==> config.mk <==
export PLATFORM = sky130hd
export DESIGN_NAME = cei_top
export DESIGN_NICKNAME = d
export VERILOG_FILES = /design/src/cei_pkg.sv /design/src/cei_edge_detect.sv /design/src/cei_sel_decode.sv /design/src/cei_top.sv
export VERILOG_INCLUDE_DIRS = /design/src
export SDC_FILE = /design/constraint.sdc
export NUM_CORES = 1
export LEC_CHECK = 0
export ABC_CLOCK_PERIOD_IN_PS = 2700
export BUFFER_PORTS_ARGS = -buffer_cell sky130_fd_sc_hd__buf_2
export CAP_MARGIN = 20
export CELL_PAD_IN_SITES_DETAIL_PLACEMENT = 1
export CELL_PAD_IN_SITES_GLOBAL_PLACEMENT = 1
export CORE_UTILIZATION = 40
export DETAILED_ROUTE_END_ITERATION = 7
export PLACE_DENSITY_LB_ADDON = 0.1
export SLEW_MARGIN = 10
export SYNTH_ARGS = -nofsm -noshare
export SYNTH_HDL_FRONTEND = slang
export SYNTH_SLANG_ARGS = --single-unit
==> constraint.sdc <==
create_clock -name pclk -period 2.7 [get_ports pclk]
set_input_delay 0.405 -clock pclk [delete_from_list [all_inputs] [get_ports pclk]]
set_output_delay 0.405 -clock pclk [all_outputs]
set_load 0.01 [all_outputs]
==> src/cei_map.svh <==
`ifndef CEI_MAP_SVH
`define CEI_MAP_SVH

// register byte offsets on the apb side
`define CEI_ADDR_W        8
`define CEI_OFF_CTRL      8'h00
`define CEI_OFF_STATUS    8'h04
`define CEI_OFF_MASK      8'h08
`define CEI_OFF_STATE     8'h0C
`define CEI_OFF_COUNT     8'h10

// control register fields
`define CEI_CTRL_W        8
`define CEI_CTRL_RISE_BIT 7
`define CEI_CTRL_FALL_BIT 6
`define CEI_SEL_W         3
`define CEI_PLUS_LSB      3
`define CEI_MINUS_LSB     0
`define CEI_CTRL_RST      8'h00

// status and mask fields
`define CEI_ST_W          3
`define CEI_ST_FLAG_BIT   0
`define CEI_ST_RISE_BIT   1
`define CEI_ST_FALL_BIT   2
`define CEI_ST_RST        3'h0
`define CEI_MASK_RST      3'h0

// event counters
`define CEI_CNT_W         8
`define CEI_CNT_MAX       8'hFF
`define CEI_CNT_RST       8'h00
`define CEI_FALL_CNT_LSB  8

// analog sources, one-hot route positions
`define CEI_NSRC          7
`define CEI_SRC_AGND      0
`define CEI_SRC_FVR       1
`define CEI_SRC_DAC       2
`define CEI_SRC_PIN1      3
`define CEI_SRC_PIN2      4
`define CEI_SRC_PIN3      5
`define CEI_SRC_PIN4      6
`define CEI_SRC_NONE      4'hF
`define CEI_ROUTE_RST     7'h00

// code-to-source maps, nibble i holds the source for select code i
`define CEI_PLUS_MAP      32'h012FFF43
`define CEI_MINUS_MAP     32'h0FF65433

`endif

==> src/cei_pkg.sv <==
`include "cei_map.svh"

package cei_pkg;

  typedef struct packed {
    logic                    primed;
    logic                    level;
    logic                    rise;
    logic                    fall;
  } cei_edge_state_t;

  typedef struct packed {
    logic [`CEI_CTRL_W-1:0]  ctrl;
    logic [`CEI_ST_W-1:0]    status;
    logic [`CEI_ST_W-1:0]    mask;
    logic [`CEI_CNT_W-1:0]   rise_cnt;
    logic [`CEI_CNT_W-1:0]   fall_cnt;
    logic                    pready;
    logic                    pslverr;
    logic [31:0]             prdata;
    logic                    irq;
    logic                    flag;
    logic [`CEI_NSRC-1:0]    plus_route;
    logic [`CEI_NSRC-1:0]    minus_route;
  } cei_state_t;

endpackage : cei_pkg

==> src/cei_edge_detect.sv <==
`timescale 1ns/1ps

module cei_edge_detect
  import cei_pkg::*;
(
  input  wire logic pclk,     // system clock
  input  wire logic presetn,  // async reset, active low
  input  wire logic cen,      // clock enable
  input  wire logic level,    // sampled comparator result
  output logic      level_q,  // registered level
  output logic      rise,     // one-cycle pulse on low to high
  output logic      fall      // one-cycle pulse on high to low
);

  cei_edge_state_t st;
  cei_edge_state_t next_st;

  // the first sample after reset only primes, so a high result at start is no edge
  always_comb begin
    next_st        = st;
    next_st.primed = 1'b1;
    next_st.level  = level;
    next_st.rise   = st.primed & ~st.level & level;
    next_st.fall   = st.primed & st.level & ~level;
  end

  always_ff @(posedge pclk or negedge presetn) begin
    if (!presetn) begin
      st <= '0;
    end else if (cen) begin
      st <= next_st;
    end
  end

  assign level_q = st.level;
  assign rise    = st.rise;
  assign fall    = st.fall;

endmodule : cei_edge_detect

==> src/cei_sel_decode.sv <==
`timescale 1ns/1ps
`include "cei_map.svh"

module cei_sel_decode
  import cei_pkg::*;
#(
  parameter int          NSRC = `CEI_NSRC,
  parameter logic [31:0] MAP  = `CEI_PLUS_MAP
)(
  input  wire logic [`CEI_SEL_W-1:0] code,   // select field
  output logic      [NSRC-1:0]       route   // one-hot source, zero when floating
);

  generate
    if (NSRC < 1 || NSRC > 15) begin : g_bad
      $error("cei_sel_decode: NSRC must be 1 to 15");
    end
  endgenerate

  logic [3:0] src;

  always_comb begin
    src   = MAP[4*code +: 4];
    route = '0;
    for (int i = 0; i < NSRC; i++) begin
      if (src == 4'(i)) begin
        route[i] = 1'b1;
      end
    end
  end

endmodule : cei_sel_decode

==> src/cei_top.sv <==
// Behaviour
// - falling-edge enable set: each high-to-low result transition sets the channel flag
// - falling-edge enable clear: high-to-low transitions leave the channel flag alone
// - plus select 111 analog ground, 110 reference buffer, 101 dac level
// - plus select codes 100, 011 and 010 leave the non-inverting node floating
// - control bits read and write, clear to zero on every reset
`timescale 1ns/1ps
`include "cei_map.svh"

module cei_top
  import cei_pkg::*;
(
  input  wire logic                   pclk,              // system clock
  input  wire logic                   presetn,           // async reset, active low
  input  wire logic                   cen,               // clock enable, freezes state
  input  wire logic                   psel,              // apb select
  input  wire logic                   penable,           // apb enable
  input  wire logic                   pwrite,            // apb direction
  input  wire logic [`CEI_ADDR_W-1:0] paddr,             // apb byte address
  input  wire logic [31:0]            pwdata,            // apb write data
  input  wire logic [3:0]             pstrb,             // apb byte strobes
  output logic      [31:0]            prdata,            // apb read data
  output logic                        pready,            // apb ready
  output logic                        pslverr,           // apb error, unmapped address
  input  wire logic                   comparator_result, // synchronised comparator output
  output logic                        channel_irq_flag,  // sticky channel flag
  output logic                        irq,               // masked interrupt level
  output logic      [`CEI_NSRC-1:0]   plus_route,        // noninverting_node source, one-hot
  output logic      [`CEI_NSRC-1:0]   minus_route        // inverting_node source, one-hot
);

  cei_state_t st;
  cei_state_t next_st;

  logic                    level_q;
  logic                    rise_evt;
  logic                    fall_evt;
  logic [`CEI_NSRC-1:0]    plus_dec;
  logic [`CEI_NSRC-1:0]    minus_dec;

  logic                    setup;
  logic                    access;
  logic                    wr;
  logic                    lane0;
  logic                    hit_ctrl;
  logic                    hit_status;
  logic                    hit_mask;
  logic                    hit_state;
  logic                    hit_count;
  logic                    mapped;
  logic [31:0]             rd_val;
  logic                    flag_set;
  logic [`CEI_ST_W-1:0]    st_set;
  logic [`CEI_ST_W-1:0]    st_clr;
  logic [`CEI_ST_W-1:0]    st_new;
  logic                    cnt_clr;

  cei_edge_detect u_edge (
    .pclk    (pclk),
    .presetn (presetn),
    .cen     (cen),
    .level   (comparator_result),
    .level_q (level_q),
    .rise    (rise_evt),
    .fall    (fall_evt)
  );

  cei_sel_decode #(
    .NSRC (`CEI_NSRC),
    .MAP  (`CEI_PLUS_MAP)
  ) u_plus_dec (
    .code  (st.ctrl[`CEI_PLUS_LSB +: `CEI_SEL_W]),
    .route (plus_dec)
  );

  cei_sel_decode #(
    .NSRC (`CEI_NSRC),
    .MAP  (`CEI_MINUS_MAP)
  ) u_minus_dec (
    .code  (st.ctrl[`CEI_MINUS_LSB +: `CEI_SEL_W]),
    .route (minus_dec)
  );

  // address decode, exact word match so unaligned addresses are unmapped
  always_comb begin
    hit_ctrl   = (paddr == `CEI_OFF_CTRL);
    hit_status = (paddr == `CEI_OFF_STATUS);
    hit_mask   = (paddr == `CEI_OFF_MASK);
    hit_state  = (paddr == `CEI_OFF_STATE);
    hit_count  = (paddr == `CEI_OFF_COUNT);
    mapped     = hit_ctrl | hit_status | hit_mask | hit_state | hit_count;
  end

  // apb phases; ready is raised in the first access cycle, so no wait states
  always_comb begin
    setup  = psel & ~penable;
    access = psel & penable & st.pready;
    wr     = access & pwrite & ~st.pslverr;
    lane0  = pstrb[0];
  end

  // read mux, upper bits read as zero
  always_comb begin
    rd_val = 32'h0000_0000;
    if (hit_ctrl) begin
      rd_val[`CEI_CTRL_W-1:0] = st.ctrl;
    end else if (hit_status) begin
      rd_val[`CEI_ST_W-1:0] = st.status;
    end else if (hit_mask) begin
      rd_val[`CEI_ST_W-1:0] = st.mask;
    end else if (hit_state) begin
      rd_val[0] = level_q;
    end else if (hit_count) begin
      rd_val[`CEI_CNT_W-1:0] = st.rise_cnt;
      rd_val[`CEI_FALL_CNT_LSB +: `CEI_CNT_W] = st.fall_cnt;
    end
  end

  // edge events into the sticky status bits
  always_comb begin
    flag_set = (rise_evt & st.ctrl[`CEI_CTRL_RISE_BIT])
             | (fall_evt & st.ctrl[`CEI_CTRL_FALL_BIT]);
    st_set = '0;
    st_set[`CEI_ST_FLAG_BIT] = flag_set;
    st_set[`CEI_ST_RISE_BIT] = rise_evt;
    st_set[`CEI_ST_FALL_BIT] = fall_evt;
    st_clr = '0;
    if (wr && hit_status && lane0) begin
      st_clr = pwdata[`CEI_ST_W-1:0];
    end
    // a set in the same cycle as its clear survives
    st_new  = (st.status & ~st_clr) | st_set;
    cnt_clr = wr & hit_count;
  end

  always_comb begin
    next_st = st;

    next_st.pready = setup;
    if (setup) begin
      next_st.pslverr = ~mapped;
      next_st.prdata  = (pwrite || !mapped) ? 32'h0000_0000 : rd_val;
    end else if (access) begin
      next_st.pslverr = 1'b0;
      next_st.prdata  = 32'h0000_0000;
    end

    if (wr && hit_ctrl && lane0) begin
      next_st.ctrl = pwdata[`CEI_CTRL_W-1:0];
    end
    if (wr && hit_mask && lane0) begin
      next_st.mask = pwdata[`CEI_ST_W-1:0];
    end

    next_st.status = st_new;
    next_st.flag   = st_new[`CEI_ST_FLAG_BIT];
    next_st.irq    = |(st_new & next_st.mask);

    // counters saturate; an event in the clearing cycle counts as one
    if (cnt_clr) begin
      next_st.rise_cnt = rise_evt ? `CEI_CNT_W'(1) : `CEI_CNT_RST;
      next_st.fall_cnt = fall_evt ? `CEI_CNT_W'(1) : `CEI_CNT_RST;
    end else begin
      if (rise_evt && st.rise_cnt != `CEI_CNT_MAX) begin
        next_st.rise_cnt = st.rise_cnt + `CEI_CNT_W'(1);
      end
      if (fall_evt && st.fall_cnt != `CEI_CNT_MAX) begin
        next_st.fall_cnt = st.fall_cnt + `CEI_CNT_W'(1);
      end
    end

    // routes lag a control write by one cycle; switches change break-before-make free
    next_st.plus_route  = plus_dec;
    next_st.minus_route = minus_dec;
  end

  always_ff @(posedge pclk or negedge presetn) begin
    if (!presetn) begin
      st             <= '0;
      st.ctrl        <= `CEI_CTRL_RST;
      st.status      <= `CEI_ST_RST;
      st.mask        <= `CEI_MASK_RST;
      st.rise_cnt    <= `CEI_CNT_RST;
      st.fall_cnt    <= `CEI_CNT_RST;
      st.plus_route  <= `CEI_ROUTE_RST;
      st.minus_route <= `CEI_ROUTE_RST;
    end else if (cen) begin
      st <= next_st;
    end
  end

  assign prdata           = st.prdata;
  assign pready           = st.pready;
  assign pslverr          = st.pslverr;
  assign channel_irq_flag = st.flag;
  assign irq              = st.irq;
  assign plus_route       = st.plus_route;
  assign minus_route      = st.minus_route;

endmodule : cei_top

==> impl_metrics.py, run 1 <==
metrics = {
    "pwr": {
        "leakagePower_nw": 1.84,
        "ir_drop_mv": 0.222,
        "power.density_nw_per_um2": 569,
    },
    "critical_path": {
        "worstSetupEndpoint": "st[63]",
        "critical_path_required_ps": 2960,
        "cp-end-kind": "flip-flop",
        "cp_max_fo": 9,
        "timing.rr.end": "st[63]",
        "criticalPathCategory": "flip-flop to flip-flop",
        "cp-start-kind": "flip-flop",
        "arrival_ps": 2180,
        "r2r_cells": 5,
        "r2r-start": "st[60]",
        "crit_path_start": "st[60]",
        "regToRegSetupSlack_ps": 780,
    },
    "logic_synthesis": {
        "ys_seq_area_share_pct": 47.6,
        "synthArstFlopShare_pct": 100,
        "netlist_area_sq_um": 3520,
        "syn_area_per_cell_sq_um": 10.1,
        "synth_edf_count": 0,
        "synth_seq_cells": 67,
        "synthCells": 348,
        "synth_flop_cell": "dfrtp_1",
        "ys_warn_count": 0,
        "synth.distinct_cells": 49,
    },
    "timing": {
        "setup_viol": 0,
        "maxSlewViolCount": 0,
        "hold_viol": 0,
        "timing.fmax_mhz": 521,
        "slew_headroom_pct": 50.7,
        "rsz0062_at_grt": "false",
        "tightest_slew_ps": 739,
        "setup_ws_ps": 780,
        "fin_crit_sh_pct": 71.1,
        "fin_setup_tns_ps": 0,
        "clock_skew_ps": 11.8,
        "fin_crit_ps": 1920,
    },
    "clock_network": {
        "clock_sinks": 67,
        "post-cts-setup-buffers": 0,
        "cts_max_path_buffers": 2,
        "cts_max_level": 3,
        "cts_buffers": 9,
        "clkTransAtPathRegs_ps": 80,
        "clk-insertion-delay-late_ps": 340,
        "cts-resized-gates": 0,
        "cts.hold.buffers_added": 0,
        "cts_tree": "yes",
        "cts-root-buf": "clkbuf_8",
    },
    "drt": {
        "post_drt_wl_per_cell_microns": 16.5,
        "ant_nets": 0,
        "firstDrtPassIters": 4,
        "drcViolationCount": 0,
        "vias_per_cell": 5.18,
        "via_count": 2551,
        "routed_wl_microns": 8110,
        "drtIter0Drc": 88,
    },
    "status": {
        "status": "completed",
    },
    "global_routing": {
        "grt_usage_pct": 19.6,
        "gr-total-overflow": 0,
        "grt_pass1_wl_microns": 13500,
        "grt_pass1_vias": 2669,
        "antenna_found_initial": 0,
        "grt_max_degree": 38,
    },
    "floorplanning": {
        "core_sq_um": 8380,
        "std_cell_rows": 33,
        "io_pins": 101,
        "die_h_microns": 95.8,
        "die_area_sq_um": 9180,
        "die_x_microns": 95.8,
        "start_util_pct": 42.0,
    },
    "layout": {
        "num-fill-cells": 983,
        "final_common_cell": "dfrtp_1",
        "area_delta_synth_final_pct": 9.20,
        "antenna_cells": 0,
        "fin_cells": 492,
        "drive_above_1_share_pct": 24.5,
        "nets": 437,
        "final_cell_mix": "dfrtp_1, buf_2, nand2_1",
    },
    "worst_hold_path": {
        "hold_path_class": "primary input to asynchronous set/reset pin",
    },
    "run": {
        "max_cap_violations": 0,
    },
    "place": {
        "dp_slack_ps": 577,
        "place_hpwl_microns": 5990,
        "port_buffers": 57,
        "dp.cells": 476,
        "gp_congestion": 0.762,
    },
}
worst min path at each step:
stage,slack (ps),cells after the start,endpoint,from
floorplan,110,0,irq,presetn
global placement,460,2,prdata[3],prdata[3]
detailed placement,470,2,prdata[6],prdata[6]
CTS,130,1,st[77],presetn
global route,180,1,st[77],presetn
finish,120,1,st[77],presetn
through the flow:
| step | cell area (sq um) | utilization (%) | hold WS (ps) | power, mW |
|---|---|---|---|---|
| floorplan | 3580 | - | 109 | 1.34 |
| global placement | 3670 | 43.7 | 460 | 1.43 |
| detailed placement | 3670 | 43.7 | 470 | 1.44 |
| CTS | 3840 | 45.9 | 135 | 2.21 |
| global route | 3840 | 45.9 | 177 | 2.30 |
| finish | 3840 | 45.9 | 119 | 2.19 |
cell type report:
| cell class | instances | area [sq um] | share of cell area, % |
|---|---|---|---|
| Multi-Input combinational cell | 218 | 1420 | 37.0 |
| Timing Repair Buffer | 65 | 358 | 9.31 |
| Inverter | 21 | 78.8 | 2.05 |
| Tap cell | 105 | 131 | 3.42 |
| Clock buffer | 11 | 151 | 3.94 |
| Sequential cell | 67 | 1680 | 43.6 |
| Clock inverter | 5 | 27.5 | 0.716 |
flip-flops by register name, summed over array words and instances (netlist names):
register and flops:
st 30, prdata 16, minus_route 7, plus_route 7
irq 1, pready 1, pslverr 1, u_edge.fall 1
u_edge.level_q 1, u_edge.rise 1, u_edge.st 1
critical path: stages, from the launching register on:
cell	delay, ps
dfrtp_1	460
and4_1	260
a41oi_2	390
nand3_1	200
or3_1	380
a21oi_1	150
report_power, final:
group	switching, mW	internal [mW]
clock network	0.385	0.377
registers	0.103	1.07
logic	0.148	0.104
synthesized netlist by cell type (2+ instances only):
library cell  count  area share [%]
a22o_1           13             3.2
and4_1            2            0.50
mux2_2            9             2.9
buf_2             4            0.57
o2bb2ai_1         2            0.50
a21oi_1           8             1.1
buf_1             3            0.32
mux2i_1           9             2.6
nor4_1            2            0.36
o31ai_1           4            0.85
o32ai_1           4            0.99
or3_1             3            0.53
buf_4            46             9.8
and3_1            2            0.36
nand2_1          32             3.4
nor3_1            5            0.71
nor2_1           19             2.0
nand4_1           5            0.89
nand4b_1          3            0.75
o32a_1            2            0.57
o22ai_1           5            0.89
clkbuf_1          2            0.21
nand2b_1          4            0.71
xnor2_1           5             1.2
ha_1              4             1.4
inv_1            21             2.2
and4b_1           3            0.85
o21ai_0          21             3.0
a221o_1           2            0.57
nor2b_1           6             1.1
xor2_1            4            0.99
nand3_1          11             1.6
dfrtp_1          67              48
logic make-up (layout without fill, tap and decap cells):
kind of cell | count (synthesis) | in the layout | synth area share, %
simple gates | 102 | 102 | 15.6
buf+inv | 78 | 102 | 13.6
compound gates | 69 | 69 | 13.9
flops | 67 | 67 | 47.6
mux | 18 | 18 | 5.44
xor+xnor | 9 | 9 | 2.24
fa+ha+maj | 4 | 4 | 1.42
other cells | 1 | 16 | 0.107
layer usage:
| layer | track usage [%] | wire [microns] |
|---|---|---|
| met2 | 32.2 | 3900 |
| met5 | 0 | 0 |
| met3 | 4.27 | 270 |
| met4 | 6.09 | 76 |
| met1 | 25.9 | 3870 |
Note: power is estimated with default switching activity, not from simulation.
==> inputs of run 2 (changes only) <==
--- a/config.mk
+++ b/config.mk
@@ -6,12 +6,12 @@
 export SDC_FILE = /design/constraint.sdc
 export NUM_CORES = 1
 export LEC_CHECK = 0
-export ABC_CLOCK_PERIOD_IN_PS = 2700
+export ABC_CLOCK_PERIOD_IN_PS = 2000
 export BUFFER_PORTS_ARGS = -buffer_cell sky130_fd_sc_hd__buf_2
 export CAP_MARGIN = 20
 export CELL_PAD_IN_SITES_DETAIL_PLACEMENT = 1
 export CELL_PAD_IN_SITES_GLOBAL_PLACEMENT = 1
-export CORE_UTILIZATION = 40
+export CORE_UTILIZATION = 39
 export DETAILED_ROUTE_END_ITERATION = 7
 export PLACE_DENSITY_LB_ADDON = 0.1
 export SLEW_MARGIN = 10
==> constraint.sdc (replaced) <==
create_clock -name pclk -period 2 [get_ports pclk]
set_input_delay 0.3 -clock pclk [delete_from_list [all_inputs] [get_ports pclk]]
set_output_delay 0.3 -clock pclk [all_outputs]
set_load 0.01 [all_outputs]
==> run 2 against run 1 <==
  * Final area rose by 2.5%
  * First-iteration DRC count decreased by 9.1%
  * Sequential power rose by 35%
  * Sequential share of layout area fell by 1.1 points
  * Register-to-register slack got worse by 570 ps
  * Combinational power grew 36%
  * Die area increased by 2.5%
  * Critical path depth did not move
  * Flip-flop and latch count did not move
  * Fmax up 7.4%
  * Utilization shrank 0.68 points
  * Setup slack got worse by 570 ps
  * Critical endpoint is now irq
  * Largest cell class unchanged
  * Largest power group unchanged
  * Highest routed layer unchanged
==> impl_metrics.py, run 2 (synthesized netlist as in run 1, its figures left out) <==
metrics = {
    "floorplanning": {
        "start_util_pct": 40.4,
        "core_sq_um": 8720,
        "die_h_microns": 97.0,
        "std_cell_rows": 34,
        "die_area_sq_um": 9410,
        "die_x_microns": 97.0,
        "io_pins": 101,
    },
    "clock_network": {
        "cts_max_level": 3,
        "clkTransAtPathRegs_ps": 80,
        "cts_tree": "yes",
        "cts-resized-gates": 0,
        "clk-insertion-delay-late_ps": 350,
        "cts-root-buf": "clkbuf_8",
        "clock_sinks": 67,
        "cts_buffers": 9,
        "cts_max_path_buffers": 2,
    },
    "global_routing": {
        "antenna_found_initial": 0,
        "grt_usage_pct": 18.6,
        "met2_usage_pct": 29.0,
        "gr-total-overflow": 0,
        "grt_busiest_layer": "met2",
        "grt_max_degree": 50,
        "grt.met3_usage_pct": 4.26,
        "grt_pass1_wl_microns": 13700,
        "gr-usage-met1_pct": 25.0,
        "grt_pass1_vias": 2656,
    },
    "drt": {
        "drcViolationCount": 0,
        "via_count": 2574,
        "drtIter0Drc": 80,
        "ant_nets": 0,
        "post_drt_wl_per_cell_microns": 16.1,
        "routed_wl_microns": 8050,
        "firstDrtPassIters": 4,
        "vias_per_cell": 5.14,
    },
    "layout": {
        "multi_input_area_sq_um": 1420,
        "regArea_sq_um": 1680,
        "regMostFlops": "st",
        "final_common_cell": "dfrtp_1",
        "largest_reg_flops": 30,
        "nets": 444,
        "area_delta_synth_final_pct": 11.9,
        "num-fill-cells": 986,
        "final_cell_mix": "dfrtp_1, buf_2, nand2_1",
        "antenna_cells": 0,
        "drive_above_1_share_pct": 25.2,
    },
    "timing": {
        "hold_viol": 0,
        "setup_viol": 0,
        "timing.fmax_mhz": 559,
        "fin_setup_tns_ps": 0,
        "fin_crit_sh_pct": 89.4,
        "maxSlewViolCount": 0,
        "clock_skew_ps": 11.5,
        "rsz0062_at_grt": "false",
        "setup_ws_ps": 212,
        "fin_crit_ps": 1790,
    },
    "place": {
        "place_hpwl_microns": 5820,
        "gp_congestion": 0.759,
        "dp_slack_ps": 89.9,
        "port_buffers": 57,
    },
    "run": {
        "max_cap_violations": 0,
    },
    "status": {
        "status": "completed",
    },
    "worst_hold_path": {
        "hold_start": "pwdata[5]",
        "min_to": "st[77]",
        "hold_path_class": "primary input to flip-flop",
        "holdPathStages": 3,
    },
    "pwr": {
        "power.density_nw_per_um2": 811,
        "ir_drop_mv": 0.363,
        "leakagePower_nw": 1.88,
    },
    "critical_path": {
        "critical_path_required_ps": 2230,
        "criticalPathCategory": "flip-flop to flip-flop",
        "cp-end-kind": "flip-flop",
        "cp-start-kind": "flip-flop",
        "r2r-start": "pslverr",
        "regToRegSetupSlack_ps": 210,
        "r2r_cells": 5,
        "cp_max_fo": 4,
        "timing.rr.end": "irq",
        "arrival_ps": 2010,
    },
}
run 2: worst max path at each step:
stage | from | endpoint | slack [ps] | cells after the start
3_3_place_gp | paddr[4] | irq | 140 | 6
2_1_floorplan | pslverr | st[73] | 250 | 4
4_1_cts | pslverr | irq | 180 | 5
5_1_grt | pslverr | irq | 100 | 5
3_5_place_dp | paddr[4] | irq | 90 | 6
6_report | pslverr | irq | 210 | 5
run 2: stage by stage:
step / util [%] / power (mW) / instances / instance area, sq um / hold slack (ps)
final: 45.2 / 3.20 / 501 / 3940 / 155
after global routing: 45.2 / 3.36 / 501 / 3940 / 153
after CTS: 45.2 / 3.24 / 501 / 3940 / 144
after detailed placement: 42.6 / 1.96 / 485 / 3710 / 280
after global placement: 42.6 / 1.94 / 485 / 3710 / 271
after floorplan: - / 1.81 / 363 / 3580 / 4.41
run 2: report_power, final:
part           internal (mW)  leakage, nW  total [mW]  switching (mW)
registers               1.44        0.884        1.58           0.139
clock network          0.730        0.102        1.27           0.537
logic                  0.149        0.896       0.345           0.196
run 2: cell type report:
type                    count  area share [%]
flip-flops and latches     67            42.5
multi-input cells         218            36.1
repair buffers             72            10.5
clock buffers              11            3.59
well taps                 108            3.43
inverters                  21            2.00
clock inverters             4            1.90
run 2: timing repair:
action | in CTS | in global routing
hold endpoints to repair | 18 | 0
buffers inserted | 0 | 0
hold buffers | 1 | 0
run 2: worst max-delay path, cell delays in order, from the launching register on:
cell	delay, ps
dfrtp_1	410
and4b_1	280
nand4_1	220
o31ai_1	290
a21oi_1	110
o32a_1	350
run 2: per-layer routing:
metal / routed length (microns) / vias up
li1: - / 1247
met1: 3820 / 1258
met2: 3790 / 57
met3: 296 / 12
met4: 146 / 0
met5: 0 / -
